File: src/rtl/ctbc_defs.vh
/*
 * Constants of the cassette tape block codec: bit timing, frame layout,
 * check-word polynomial, request codes and status codes.
 * Assumes a 10 MHz system clock; timing counts are in clock cycles.
 */
`ifndef CTBC_DEFS_VH
`define CTBC_DEFS_VH

`define CTBC_ONE_CYCLES 16'h2710
`define CTBC_ZERO_CYCLES 16'h1388
`define CTBC_MOTOR_WAIT_CYCLES 23'h4C4B40

`define CTBC_LEADER_LAST 8'hFF
`define CTBC_BLOCK_LAST 8'hFF
`define CTBC_TRAILER_LAST 8'h03
`define CTBC_ONES_BYTE 8'hFF
`define CTBC_SYNC_BYTE 8'h16
`define CTBC_ZERO_BYTE 8'h00
`define CTBC_LEAD_MIN_BITS 12'h200
`define CTBC_LEAD_SEARCH_BITS 16'h1000

`define CTBC_CRC_POLY 16'h1021
`define CTBC_CRC_PRESET 16'hFFFF

`define CTBC_REQ_MOTOR_ON 8'h00
`define CTBC_REQ_MOTOR_OFF 8'h01
`define CTBC_REQ_READ 8'h02
`define CTBC_REQ_WRITE 8'h03

`define CTBC_ST_OK 8'h00
`define CTBC_ST_CRC 8'h01
`define CTBC_ST_NO_TRANS 8'h02
`define CTBC_ST_NO_LEADER 8'h04
`define CTBC_ST_BAD_REQ 8'h80

`endif

File: src/rtl/ctbc_codec.v
/*
 * Cassette tape block codec: takes motor, read and write requests,
 * frames records as leader, sync bit, sync byte, 256-byte blocks with
 * check words and trailer, and decodes them back into memory.
 * Assumes a byte memory answering mem_rd one cycle later, and a
 * cassette input that is asynchronous to clk.
 */
//
// Behaviour
// - Read and write switch the motor on at start and off at the end.
// - A written record opens with 256 leader bytes of all ones.
// - Leader is followed by one zero sync bit and sync byte 16 hex.
// - Data goes in 256-byte blocks, each followed by a two-byte check.
// - Each bit is one square cycle: 1.0 ms for one, 0.5 ms for zero.
// - Square-wave period reloads per bit on the fly without gaps.
// - Memory bytes are serialised to tape one bit at a time.
// - A short final block is padded by repeating the last data byte.
// - After the last block a trailer of four all-ones bytes follows.
// - Read waits about 0.5 s after motor on before decoding.
// - A zero counts as sync only after a quarter-leader run of ones.
// - A wrong sync byte is discarded and leader search restarts.
// - Received bytes are stored at the address, which then increments.
// - After each 256 data bytes the check word is compared; error 01.
// - The count of bytes stored is returned, also on error.
// - Check is CRC x16+x12+x5+1, every data bit shifted through.
// - Written check word is the complement of the check register.
// - Status: 00 ok, 01 check, 02 no transitions, 04 no leader, 80 bad.
// - Any error also raises a single error indication.
// - Time-of-day interrupt is masked from the second cycle of a read to the first cycle after it.
`include "ctbc_defs.vh"

module ctbc_codec #(
    parameter [15:0] ONE_CYCLES = `CTBC_ONE_CYCLES,
    parameter [15:0] ZERO_CYCLES = `CTBC_ZERO_CYCLES,
    parameter [22:0] MOTOR_WAIT_CYCLES = `CTBC_MOTOR_WAIT_CYCLES
) (
    // Clock and reset
    input wire clk,
    input wire rst,
    // Request
    input wire req_valid,
    input wire [7:0] req_code,
    input wire [15:0] transfer_memory_pointer,
    input wire [15:0] requested_byte_count,
    // Answer
    output reg busy,
    output reg done,
    output reg [7:0] request_and_status_byte,
    output reg [15:0] returned_byte_count,
    output reg error_flag,
    // Memory
    output reg [15:0] mem_addr,
    output reg mem_rd,
    input wire [7:0] mem_rdata,
    output reg mem_wr,
    output reg [7:0] mem_wdata,
    // Cassette
    output reg motor_on,
    output wire tape_out,
    input wire tape_in,
    // Time-of-day interrupt
    input wire timekeeping_interrupt_line,
    output reg timekeeping_interrupt_gated
);

localparam S_IDLE = 4'h0;
localparam S_WLEAD = 4'h1;
localparam S_WSBIT = 4'h2;
localparam S_WSBYTE = 4'h3;
localparam S_WDATA = 4'h4;
localparam S_WCRC1 = 4'h5;
localparam S_WCRC2 = 4'h6;
localparam S_WTRAIL = 4'h7;
localparam S_RWAIT = 4'h8;
localparam S_RLEAD = 4'h9;
localparam S_RSBYTE = 4'hA;
localparam S_RDATA = 4'hB;
localparam S_RCRC = 4'hC;

localparam [16:0] PER_SUM = {1'b0, ONE_CYCLES} + {1'b0, ZERO_CYCLES};
localparam [15:0] THRESH = PER_SUM[16:1];
localparam [16:0] PER_TWICE = {ONE_CYCLES, 1'b0};
localparam [15:0] RX_TIMEOUT = PER_TWICE[15:0];

reg [3:0] state_q;
reg [15:0] cnt_q;
reg [15:0] n_q;
reg [7:0] pos_q;
reg [3:0] bits_q;
reg [7:0] sh_q;
reg [7:0] nxt_q;
reg rd_pend_q;
reg [15:0] crc_q;
reg [15:0] rxw_q;
reg [22:0] wait_q;
reg [11:0] run_q;
reg [15:0] srch_q;
reg tx_en_q;
reg s1_q, s2_q, s3_q, lvl_q;
reg [15:0] per_q;

wire wdone;
wire rd_act = state_q[3];
wire rx_act = rd_act && (state_q != S_RWAIT);
wire rx_rise = (s2_q == s3_q) && s3_q && !lvl_q;
wire rx_bit = (per_q > THRESH);
wire rx_to = rx_act && (per_q == RX_TIMEOUT - 16'h0001);
wire crc_in = rd_act ? rx_bit : sh_q[7];
wire crc_fb = crc_q[15] ^ crc_in;
wire [15:0] crc_step = {crc_q[14:0], 1'b0} ^
                       (crc_fb ? `CTBC_CRC_POLY : 16'h0000);
wire [7:0] rx_byte = {rxw_q[6:0], rx_bit};
wire [15:0] rx_word = {rxw_q[14:0], rx_bit};
wire more_data = (n_q < cnt_q);

ctbc_wave u_wave (
    .clk(clk),
    .rst(rst),
    .en(tx_en_q),
    .period(sh_q[7] ? ONE_CYCLES : ZERO_CYCLES),
    .wave(tape_out),
    .bit_done(wdone)
);

// Three-stage input sync; a level change counts once stages 2 and 3 agree
always @(posedge clk or posedge rst)
begin
    if (rst)
    begin
        s1_q <= 1'b0;
        s2_q <= 1'b0;
        s3_q <= 1'b0;
        lvl_q <= 1'b0;
        per_q <= 16'h0000;
    end
    else
    begin
        s1_q <= tape_in;
        s2_q <= s1_q;
        s3_q <= s2_q;
        if (s2_q == s3_q)
            lvl_q <= s3_q;
        // Period is measured rising edge to rising edge
        if (!rx_act || rx_rise)
            per_q <= 16'h0000;
        else if (per_q != RX_TIMEOUT)
            per_q <= per_q + 16'h0001;
    end
end

task finish;
    input [7:0] st;
    begin
        done <= 1'b1;
        request_and_status_byte <= st;
        error_flag <= (st != `CTBC_ST_OK);
        returned_byte_count <= n_q;
        motor_on <= 1'b0;
        tx_en_q <= 1'b0;
        busy <= 1'b0;
        state_q <= S_IDLE;
    end
endtask

task load_data;
    begin
        sh_q <= nxt_q;
        bits_q <= 4'h7;
        if (more_data)
        begin
            n_q <= n_q + 16'h0001;
            if (n_q + 16'h0001 < cnt_q)
            begin
                mem_rd <= 1'b1;
                mem_addr <= mem_addr + 16'h0001;
            end
        end
    end
endtask

task load_const;
    input [7:0] b;
    input [3:0] nb;
    begin
        sh_q <= b;
        bits_q <= nb;
    end
endtask

always @(posedge clk or posedge rst)
begin
    if (rst)
    begin
        state_q <= S_IDLE;
        busy <= 1'b0;
        done <= 1'b0;
        request_and_status_byte <= `CTBC_ST_OK;
        returned_byte_count <= 16'h0000;
        error_flag <= 1'b0;
        mem_addr <= 16'h0000;
        mem_rd <= 1'b0;
        mem_wr <= 1'b0;
        mem_wdata <= 8'h00;
        motor_on <= 1'b0;
        timekeeping_interrupt_gated <= 1'b0;
        cnt_q <= 16'h0000;
        n_q <= 16'h0000;
        pos_q <= 8'h00;
        bits_q <= 4'h0;
        sh_q <= 8'h00;
        nxt_q <= 8'h00;
        rd_pend_q <= 1'b0;
        crc_q <= `CTBC_CRC_PRESET;
        rxw_q <= 16'h0000;
        wait_q <= 23'h000000;
        run_q <= 12'h000;
        srch_q <= 16'h0000;
        tx_en_q <= 1'b0;
    end
    else
    begin
        done <= 1'b0;
        mem_rd <= 1'b0;
        mem_wr <= 1'b0;
        rd_pend_q <= mem_rd;
        if (rd_pend_q)
            nxt_q <= mem_rdata;
        if (mem_wr)
            mem_addr <= mem_addr + 16'h0001;
        timekeeping_interrupt_gated <= timekeeping_interrupt_line &&
                                       !rd_act;
        case (state_q)
        S_IDLE:
            if (req_valid)
            begin
                cnt_q <= requested_byte_count;
                n_q <= 16'h0000;
                mem_addr <= transfer_memory_pointer;
                if (req_code == `CTBC_REQ_MOTOR_ON)
                begin
                    motor_on <= 1'b1;
                    done <= 1'b1;
                    request_and_status_byte <= `CTBC_ST_OK;
                    error_flag <= 1'b0;
                    returned_byte_count <= 16'h0000;
                end
                else if (req_code == `CTBC_REQ_MOTOR_OFF)
                    finish(`CTBC_ST_OK);
                else if (req_code == `CTBC_REQ_WRITE)
                begin
                    motor_on <= 1'b1;
                    busy <= 1'b1;
                    tx_en_q <= 1'b1;
                    mem_rd <= (requested_byte_count != 16'h0000);
                    load_const(`CTBC_ONES_BYTE, 4'h7);
                    pos_q <= 8'h00;
                    state_q <= S_WLEAD;
                end
                else if (req_code == `CTBC_REQ_READ)
                begin
                    motor_on <= 1'b1;
                    busy <= 1'b1;
                    wait_q <= 23'h000000;
                    state_q <= S_RWAIT;
                end
                else
                begin
                    done <= 1'b1;
                    request_and_status_byte <= `CTBC_ST_BAD_REQ;
                    error_flag <= 1'b1;
                    returned_byte_count <= 16'h0000;
                end
            end
        S_WLEAD, S_WSBIT, S_WSBYTE, S_WDATA, S_WCRC1, S_WCRC2, S_WTRAIL:
            if (wdone)
            begin
                if (state_q == S_WDATA)
                    crc_q <= crc_step;
                if (bits_q != 4'h0)
                begin
                    sh_q <= {sh_q[6:0], 1'b0};
                    bits_q <= bits_q - 4'h1;
                end
                else
                    case (state_q)
                    S_WLEAD:
                        if (pos_q == `CTBC_LEADER_LAST)
                        begin
                            load_const(`CTBC_ZERO_BYTE, 4'h0);
                            state_q <= S_WSBIT;
                        end
                        else
                        begin
                            pos_q <= pos_q + 8'h01;
                            load_const(`CTBC_ONES_BYTE, 4'h7);
                        end
                    S_WSBIT:
                    begin
                        load_const(`CTBC_SYNC_BYTE, 4'h7);
                        state_q <= S_WSBYTE;
                    end
                    S_WDATA:
                        if (pos_q == `CTBC_BLOCK_LAST)
                        begin
                            load_const(~crc_step[15:8], 4'h7);
                            state_q <= S_WCRC1;
                        end
                        else
                        begin
                            pos_q <= pos_q + 8'h01;
                            load_data;
                        end
                    S_WCRC1:
                    begin
                        load_const(~crc_q[7:0], 4'h7);
                        state_q <= S_WCRC2;
                    end
                    S_WTRAIL:
                        if (pos_q == `CTBC_TRAILER_LAST)
                            finish(`CTBC_ST_OK);
                        else
                        begin
                            pos_q <= pos_q + 8'h01;
                            load_const(`CTBC_ONES_BYTE, 4'h7);
                        end
                    default:
                        // After sync byte or a check word
                        if (!more_data)
                        begin
                            pos_q <= 8'h00;
                            load_const(`CTBC_ONES_BYTE, 4'h7);
                            state_q <= S_WTRAIL;
                        end
                        else
                        begin
                            pos_q <= 8'h00;
                            crc_q <= `CTBC_CRC_PRESET;
                            load_data;
                            state_q <= S_WDATA;
                        end
                    endcase
            end
        S_RWAIT:
            if (wait_q == MOTOR_WAIT_CYCLES - 23'h000001)
            begin
                run_q <= 12'h000;
                srch_q <= 16'h0000;
                state_q <= S_RLEAD;
            end
            else
                wait_q <= wait_q + 23'h000001;
        default:
            if (rx_to)
                finish(`CTBC_ST_NO_TRANS);
            else if (rx_rise)
            begin
                rxw_q <= rx_word;
                bits_q <= bits_q + 4'h1;
                case (state_q)
                S_RLEAD:
                begin
                    bits_q <= 4'h0;
                    srch_q <= srch_q + 16'h0001;
                    if (srch_q == `CTBC_LEAD_SEARCH_BITS)
                        finish(`CTBC_ST_NO_LEADER);
                    else if (rx_bit)
                    begin
                        if (run_q != `CTBC_LEAD_MIN_BITS)
                            run_q <= run_q + 12'h001;
                    end
                    else if (run_q == `CTBC_LEAD_MIN_BITS)
                        state_q <= S_RSBYTE;
                    else
                        run_q <= 12'h000;
                end
                S_RSBYTE:
                    if (bits_q == 4'h7)
                    begin
                        bits_q <= 4'h0;
                        pos_q <= 8'h00;
                        crc_q <= `CTBC_CRC_PRESET;
                        if (rx_byte == `CTBC_SYNC_BYTE)
                            state_q <= S_RDATA;
                        else
                        begin
                            run_q <= 12'h000;
                            srch_q <= 16'h0000;
                            state_q <= S_RLEAD;
                        end
                    end
                S_RDATA:
                begin
                    crc_q <= crc_step;
                    if (bits_q == 4'h7)
                    begin
                        bits_q <= 4'h0;
                        // Padding bytes are checked but never stored
                        if (more_data)
                        begin
                            mem_wdata <= rx_byte;
                            mem_wr <= 1'b1;
                            n_q <= n_q + 16'h0001;
                        end
                        if (pos_q == `CTBC_BLOCK_LAST)
                            state_q <= S_RCRC;
                        else
                            pos_q <= pos_q + 8'h01;
                    end
                end
                default:
                    if (bits_q == 4'hF)
                    begin
                        bits_q <= 4'h0;
                        pos_q <= 8'h00;
                        crc_q <= `CTBC_CRC_PRESET;
                        if (rx_word != ~crc_q)
                            finish(`CTBC_ST_CRC);
                        else if (!more_data)
                            finish(`CTBC_ST_OK);
                        else
                            state_q <= S_RDATA;
                    end
                endcase
            end
        endcase
    end
end

endmodule // ctbc_codec

File: src/rtl/ctbc_wave.v
/*
 * Square-wave bit-cell generator: one full cycle per bit, high for the
 * first half, with the period reloaded at the start of every cycle.
 * Assumes the caller updates period in the cycle bit_done is high.
 */
module ctbc_wave (
    // Clock and reset
    input wire clk,
    input wire rst,
    // Control
    input wire en,
    input wire [15:0] period,
    // Output
    output wire wave,
    output wire bit_done
);

reg [15:0] per_q;
reg [15:0] cnt_q;
reg wave_q;

assign wave = wave_q;
assign bit_done = en && (cnt_q != 16'h0000) &&
                  (cnt_q == per_q - 16'h0001);

always @(posedge clk or posedge rst)
begin
    if (rst)
    begin
        per_q <= 16'h0000;
        cnt_q <= 16'h0000;
        wave_q <= 1'b0;
    end
    else if (!en)
    begin
        per_q <= period;
        cnt_q <= 16'h0000;
        wave_q <= 1'b0;
    end
    else if (cnt_q == 16'h0000)
    begin
        // Reload on the fly so consecutive bits abut with no gap
        per_q <= period;
        cnt_q <= 16'h0001;
        wave_q <= 1'b1;
    end
    else if (bit_done)
    begin
        cnt_q <= 16'h0000;
    end
    else
    begin
        cnt_q <= cnt_q + 16'h0001;
        if (cnt_q == {1'b0, per_q[15:1]})
            wave_q <= 1'b0;
    end
end

endmodule // ctbc_wave

File: config.mk
export PLATFORM = sky130hd
export DESIGN_NAME = ctbc_codec
export DESIGN_NICKNAME = d
export VERILOG_FILES = /design/src/rtl/ctbc_codec.v /design/src/rtl/ctbc_wave.v
export VERILOG_INCLUDE_DIRS = /design/src /design/src/rtl
export SDC_FILE = /design/constraint.sdc
export NUM_CORES = 1
export LEC_CHECK = 0
export ABC_AREA = 1
export ABC_CLOCK_PERIOD_IN_PS = 14570
export BUFFER_PORTS_ARGS = -buffer_cell sky130_fd_sc_hd__buf_2
export CAP_MARGIN = 20
export CELL_PAD_IN_SITES_DETAIL_PLACEMENT = 1
export CELL_PAD_IN_SITES_GLOBAL_PLACEMENT = 2
export CORE_ASPECT_RATIO = 0.7
export CORE_MARGIN = 2
export CORE_UTILIZATION = 39
export CTS_BUF_LIST = sky130_fd_sc_hd__clkbuf_8
export DETAILED_ROUTE_END_ITERATION = 8
export HOLD_SLACK_MARGIN = 0.1
export PLACE_DENSITY = 0.95
export SLEW_MARGIN = 15
export SYNTH_ARGS = -nofsm -noshare
export SYNTH_HDL_FRONTEND = slang
export SYNTH_SLANG_ARGS = --single-unit
File: constraint.sdc
create_clock -name clk -period 14.57 [get_ports clk]
set_clock_uncertainty 0.15 [all_clocks]
set_input_delay 1.457 -clock clk [delete_from_list [all_inputs] [get_ports clk]]
set_output_delay 1.457 -clock clk [all_outputs]
set_load 0.05 [all_outputs]
Word level (Yosys, flattened, before mapping)
Index checks and enable logic that the tools add are counted.
Word-level totals
  word-level logic and storage cells: 439
  register bits: 256
  output and inout bits: 56
  input port bits: 53
Operators by class
  multiplexer cells: 245
  add/sub/neg operators: 11
  reductions and logical operators: 58
  bitwise logic cells: 10
  magnitude comparators: 3
  equal/unequal tests: 79
Operators by type and width (count)
  2-to-1 mux 16 bit: 52
  2-to-1 mux 8 bit: 38
  one-hot mux 16 bit (2 select lines): 7
  one-hot mux 16 bit (3 select lines): 3
  2-to-1 mux 23 bit: 6
  2-to-1 mux 4 bit: 33
  2-to-1 mux 12 bit: 9
  one-hot mux 8 bit (3 select lines): 4
  adder 16 x 1 -> 16 bit (second input constant): 5
  2-to-1 mux 1 bit: 66
  one-hot mux 12 bit (2 select lines): 2
  one-hot mux 23 bit (2 select lines): 1
  one-hot mux 8 bit (5 select lines): 1
  AND reduction 13 bit: 3
  one-hot mux 4 bit (3 select lines): 3
  < comparator 16 bit: 2
  one-hot mux 8 bit (2 select lines): 2
  nonzero test 16 bit: 2
  AND reduction 7 bit: 4
  inequality test 2 bit (second input constant): 13
  == test 8 x 2 -> 1 bit (second input constant): 3
  adder 23 x 1 -> 23 bit (second input constant): 1
  == test 23 bit (second input constant): 1
  inequality test 3 bit (second input constant): 7
  72 further kinds: 138

Logic depth before layout (Yosys ltp)
  word-level depth: 11
  mapped depth: 20
  gate-level depth less buffers: 19

By module
From an unflattened synthesis, not the netlist that was laid out.
Unflattened totals
  cell total of the unflattened synthesis: 2237
  area total of the unflattened synthesis: 16474.6 um^2
By module, submodules not included
  ctbc_codec: instances 1, area each 13902.1 um^2, sequential area each 5500.3 um^2, cells an instance 1853
  ctbc_wave: instances 1, area each 2572.5 um^2, sequential area each 825.8 um^2, cells an instance 384

Worst setup path before layout
OpenSTA, ideal clock, no wires.
  path type: input to register
  start point: input req_code[3]
  end point: register state_q[3]
  arrival time: 2870 ps
  path buffers: 0
  slack: 11427 ps
  stages: 13
  data required time: 14297 ps
  setup time: 123 ps
  path through: or2_2 > nor3_1 > nand2_1 > nand2_1 > inv_1 > nand2_1 > nand2_1 > inv_1 > nand3_1 > nor2_1 > nand3_1 > nor2_1 > a21oi_1
Between the ends
  cells in the longest elaborated chain, start to end: 6
  elaborated cells on any way between the ends: 12
  classes of those cells: eq/ne: 5; mux: 5; reduce/logical: 2
RTL lines
  start, declared: RTL line ctbc_codec.v:42  | input wire [7:0] req_code,
  == test 8 x 2 -> 1 bit (no source line)
  2-to-1 mux 4 bit: RTL line ctbc_codec.v:249  | else if (req_code == `CTBC_REQ_WRITE)
  2-to-1 mux 4 bit: RTL line ctbc_codec.v:247  | else if (req_code == `CTBC_REQ_MOTOR_OFF)
  2-to-1 mux 4 bit: RTL line ctbc_codec.v:239  | if (req_code == `CTBC_REQ_MOTOR_ON)
  2-to-1 mux 4 bit: RTL line ctbc_codec.v:234  | if (req_valid)
  one-hot mux 4 bit (3 select lines): RTL line ctbc_codec.v:232  | case (state_q)
  end signal, assigned: RTL line ctbc_codec.v:257  | state_q <= S_WLEAD;
  end signal, assigned: RTL line ctbc_codec.v:264  | state_q <= S_RWAIT;
  end signal, assigned: RTL line ctbc_codec.v:290  | state_q <= S_WSBIT;
  end, declared: RTL line ctbc_codec.v:85  | reg [3:0] state_q;
Several ways; a longest one is shown, not always the timed one. The select of a mux whose other input is x is not followed.
A chain may end at the register's enable or synchronous reset.

Worst setup path in the final report
  start point: register n_q[2]
  end point: register mem_addr[10]
Between the ends
  cells in the longest elaborated chain, start to end: 9
  elaborated cells on any way between the ends: 10
  classes of those cells: add/sub: 1; order compare: 2; mux: 7
RTL lines
  start, declared: RTL line ctbc_codec.v:87  | reg [15:0] n_q;
  start signal, assigned: RTL line ctbc_codec.v:402  | n_q <= n_q + 16'h0001;
  adder 16 x 1 -> 16 bit: RTL line ctbc_codec.v:172  | if (n_q + 16'h0001 < cnt_q)
  < comparator 16 bit: RTL line ctbc_codec.v:172
  2-to-1 mux 16 bit: RTL line ctbc_codec.v:172
  2-to-1 mux 16 bit *: RTL line ctbc_codec.v:328  | if (!more_data)
  2-to-1 mux 16 bit: RTL line ctbc_codec.v:303  | if (pos_q == `CTBC_BLOCK_LAST)
  one-hot mux 16 bit (2 select lines) *: RTL line ctbc_codec.v:285  | case (state_q)
  2-to-1 mux 16 bit *: RTL line ctbc_codec.v:279  | if (bits_q != 4'h0)
  2-to-1 mux 16 bit *: RTL line ctbc_codec.v:275  | if (wdone)
  one-hot mux 16 bit (2 select lines) *: RTL line ctbc_codec.v:232
  end signal, assigned: RTL line ctbc_codec.v:229  | mem_addr <= mem_addr + 16'h0001;
  end signal, assigned: RTL line ctbc_codec.v:238  | mem_addr <= transfer_memory_pointer;
  end, declared: RTL line ctbc_codec.v:52  | output reg [15:0] mem_addr,
Mark *: on every way between the ends. The rest lies on a longest branch, timed or not.

==> metrics <==
CTS max path bufs 3; CTS-repair resized insts 0; fmax between 0.2 and 0.25 GHz; Final Net Count between 2000 and 2500; MaxCap Viol Count 0; initial core utilization ~40%; #FFs+latches synth ~240; clock power share roughly half; number of remaining DRC errors 0; Synth-to-Final Area Change 12.1%; Int Power between 1 and 1.5 mW; via/cell ratio 5.41; TritonCTS clock tree yes; setup_tns 0 ps; slew at the pin closest to its max-slew limit approximately 1000 ps; post-route ant nets 0; Post-synth EDFFs 0; Core ar. around 39000 um2; # placed instances roughly 2700; layout cells sized above 1 around 13%; CTS H-tree lvls 2; syn_area_per_cell between 7 and 8 um2; Clock Sinks 239; Setup crit start kind flip-flop; Max VDD drop around 0.000057 V; status finished, final reports clean; Seq/Total Area, Yosys roughly two fifths; diodes inserted 0; max-slew violation count 0; number of global-route vias before repair about 16000; Final period util about 33%; setup bufs post-CTS 0; dpl hpwl between 30000 and 40000 um; Syn. warnings 0; CTS buffer count 42; first-pass GRT wire length ~83000 um; combinational group share of total power ~2.3%; Die H about 170 um; die width approximately 240 um; wire per inst between 15 and 20 um; RSZ-0062 raised after global routing false; Fill cells ~5000; placement row count 60; Iter 0 DRT Violations roughly 1000; Syn Inst Count between 2000 and 2500; Pre-antenna DRT Iters 7; Async SR Flop Fraction between 90% and 100%; Post-CTS Hold Buffers 0; final hold vios 0; initial antenna violation count 2; Pwr Density a little under 80 nW/um2; Post-Layout Cell Count between 2000 and 3000; max_slew headroom 30.9%; Net Sw Frac 24.7%; CP Class reg2reg; Mapped Area approximately 15000 um2; die area about 40000 um2; sequential fraction of design power between 40% and 50%; DP Area between 15000 and 20000 um2; placer congestion estimate around 0.89; Synth Flop Type dfrtp_1; Total GRT Usage about 25%; Crit. End Element flip-flop; Psw around 0.33 mW; worst min-delay path category reg2reg; clk_lat worst skew between 500 and 600 ps; CP required between 10000 and 15000 ps; Tmin final around 4800 ps; Design Power roughly 1.4 mW; Static Leak between 8 and 9 nW; final instance area between 15000 and 20000 um2; clk root buf clkbuf_8; CP max FO 14; library cells used by synthesis 53; via count 15200; remaining global-route overflow 0; # port buffers between 100 and 150; Clock transition at path regs 60 ps; final setup violating endpoints 0; crit path DAT about 5100 ps; final wirelength 50600 um; I/O Pins about 110; largest net degree at the start of global routing between 90 and 100
cell usage after synthesis, drive strengths merged (16+ instances only):
library cell | n | area, um2
a21oi | 71 | 363
buf | 34 | 193
clkbuf | 26 | 97.6
dfrtp | 223 | 5580
dfstp | 16 | 420
ha | 48 | 601
inv | 288 | 1080
nand2 | 546 | 2070
nand3 | 145 | 736
nand4 | 49 | 319
nor2 | 225 | 920
nor3 | 67 | 355
nor4 | 24 | 150
o211ai | 21 | 158
o21ai | 183 | 923
o22ai | 26 | 163
xor2 | 65 | 569
power groups by stage:
stage	combinational [mW]	sequential (mW)	clock, mW
after detailed placement	0.0320	0.679	0
final	0.0310	0.667	0.654
after global routing	0.0351	0.667	0.705
after floorplan	0.0169	0.679	0
after CTS	0.0321	0.667	0.673
after global placement	0.0312	0.679	0
area by class of cell:
cell class / count / area [um2] / share of cell area (%)
Timing Repair Buffer: 113 / 588 / 3.41
Inverter: 291 / 1100 / 6.38
Clock buffer: 56 / 771 / 4.47
Tap cell: 527 / 659 / 3.82
Multi-Input combinational cell: 1560 / 8020 / 46.5
Clock inverter: 21 / 105 / 0.610
Sequential cell: 239 / 6000 / 34.8
final timing paths:
kind	slack, ps	cells after the start	startpoint	endpoint
setup / recovery	9820	17	n_q[2]	mem_addr[10]
setup reg to reg	9820	17	n_q[2]	mem_addr[10]
max in group asynchronous	11890	3	rst	sh_q[6]
hold / removal	210	0	s1_q	s2_q
hold reg to reg	210	0	s1_q	s2_q
min in group asynchronous	870	2	rst	wait_q[10]
through the flow:
step / hold slack [ps] / util, % / setup slack, ps
finish: 211 / 44.6 / 9820
global route: 229 / 44.6 / 9220
CTS: 213 / 44.6 / 9920
detailed placement: 199 / 42.3 / 9930
global placement: 183 / 42.3 / 10240
floorplan: 181 / - / 6430
registers in the layout, indices dropped and copies added, names as in the netlist, 16 cells and up:
name,flops
per_q,16
wait_q,23
n_q,16
crc_q,16
srch_q,16
cnt_q,16
u_wave.cnt_q,16
mem_addr,16
returned_byte_count,16
metal layers:
metal,part of all wire [%],wire length [um],vias up,global-route usage [%]
met4,1.6,829,2,5.50
met1,50,25300,7559,37.0
met3,4.9,2460,78,4.15
li1,-,-,7247,-
met2,43,22000,310,38.1
met5,0.024,12,-,0
worst max-delay path: stages, from the launching register on:
cell     delay [ps]
dfrtp_1         430
nand3_1         150
nor3_1          380
nand2_1         150
nor3_1          360
nand2_1         130
o21ai_0         220
nand2_1         130
inv_1            80
ha_1            240
a21oi_1         120
o21ai_0         100
a21oi_1         140
nand2_1         140
nor2_1          800
nand3_1         520
or2_0           340
nand3_1         100
cell usage in the layout, fill, tap and decap left out, types with 4 or more instances in the layout:
cell | synthesis | layout
buf_2 | 22 | 104
dfstp_2 | 16 | 16
xnor2_1 | 15 | 15
o2111ai_1 | 4 | 4
o21ai_1 | 60 | 60
clkbuf_8 | 0 | 56
nor3b_1 | 6 | 6
nor2_1 | 205 | 204
conb_1 | 1 | 4
nor2_2 | 15 | 15
a221oi_1 | 6 | 6
nand4_1 | 47 | 47
o211ai_1 | 21 | 21
nor4_1 | 24 | 24
inv_1 | 246 | 254
buf_4 | 10 | 9
nand2_1 | 541 | 541
nor3_1 | 63 | 63
ha_1 | 48 | 48
or2_2 | 9 | 9
xor2_1 | 65 | 65
nor3_2 | 4 | 4
inv_2 | 42 | 42
dfrtp_1 | 223 | 223
a31oi_1 | 5 | 5
a22oi_1 | 7 | 7
o31ai_1 | 7 | 7
o21ai_0 | 121 | 121
a21oi_1 | 69 | 69
nand2_2 | 4 | 4
nor2_4 | 5 | 6
or2_0 | 6 | 6
nand3_1 | 143 | 143
clkinv_2 | 0 | 8
o22ai_1 | 26 | 26
o21a_1 | 4 | 4
kinds of logic (layout without fill, tap and decap cells):
| logic type | after synthesis | count (layout) | synth area share (%) |
|---|---|---|---|
| compound gates | 345 | 345 | 12.7 |
| xor+xnor | 80 | 80 | 4.56 |
| fa+ha+maj | 48 | 48 | 3.90 |
| buf+inv | 351 | 481 | 8.99 |
| flops | 239 | 239 | 39.0 |
| mux | 4 | 4 | 0.285 |
| other cells | 1 | 4 | 0.0244 |
| simple gates | 1079 | 1079 | 30.6 |
Note: power is estimated with default switching activity, not from simulation.
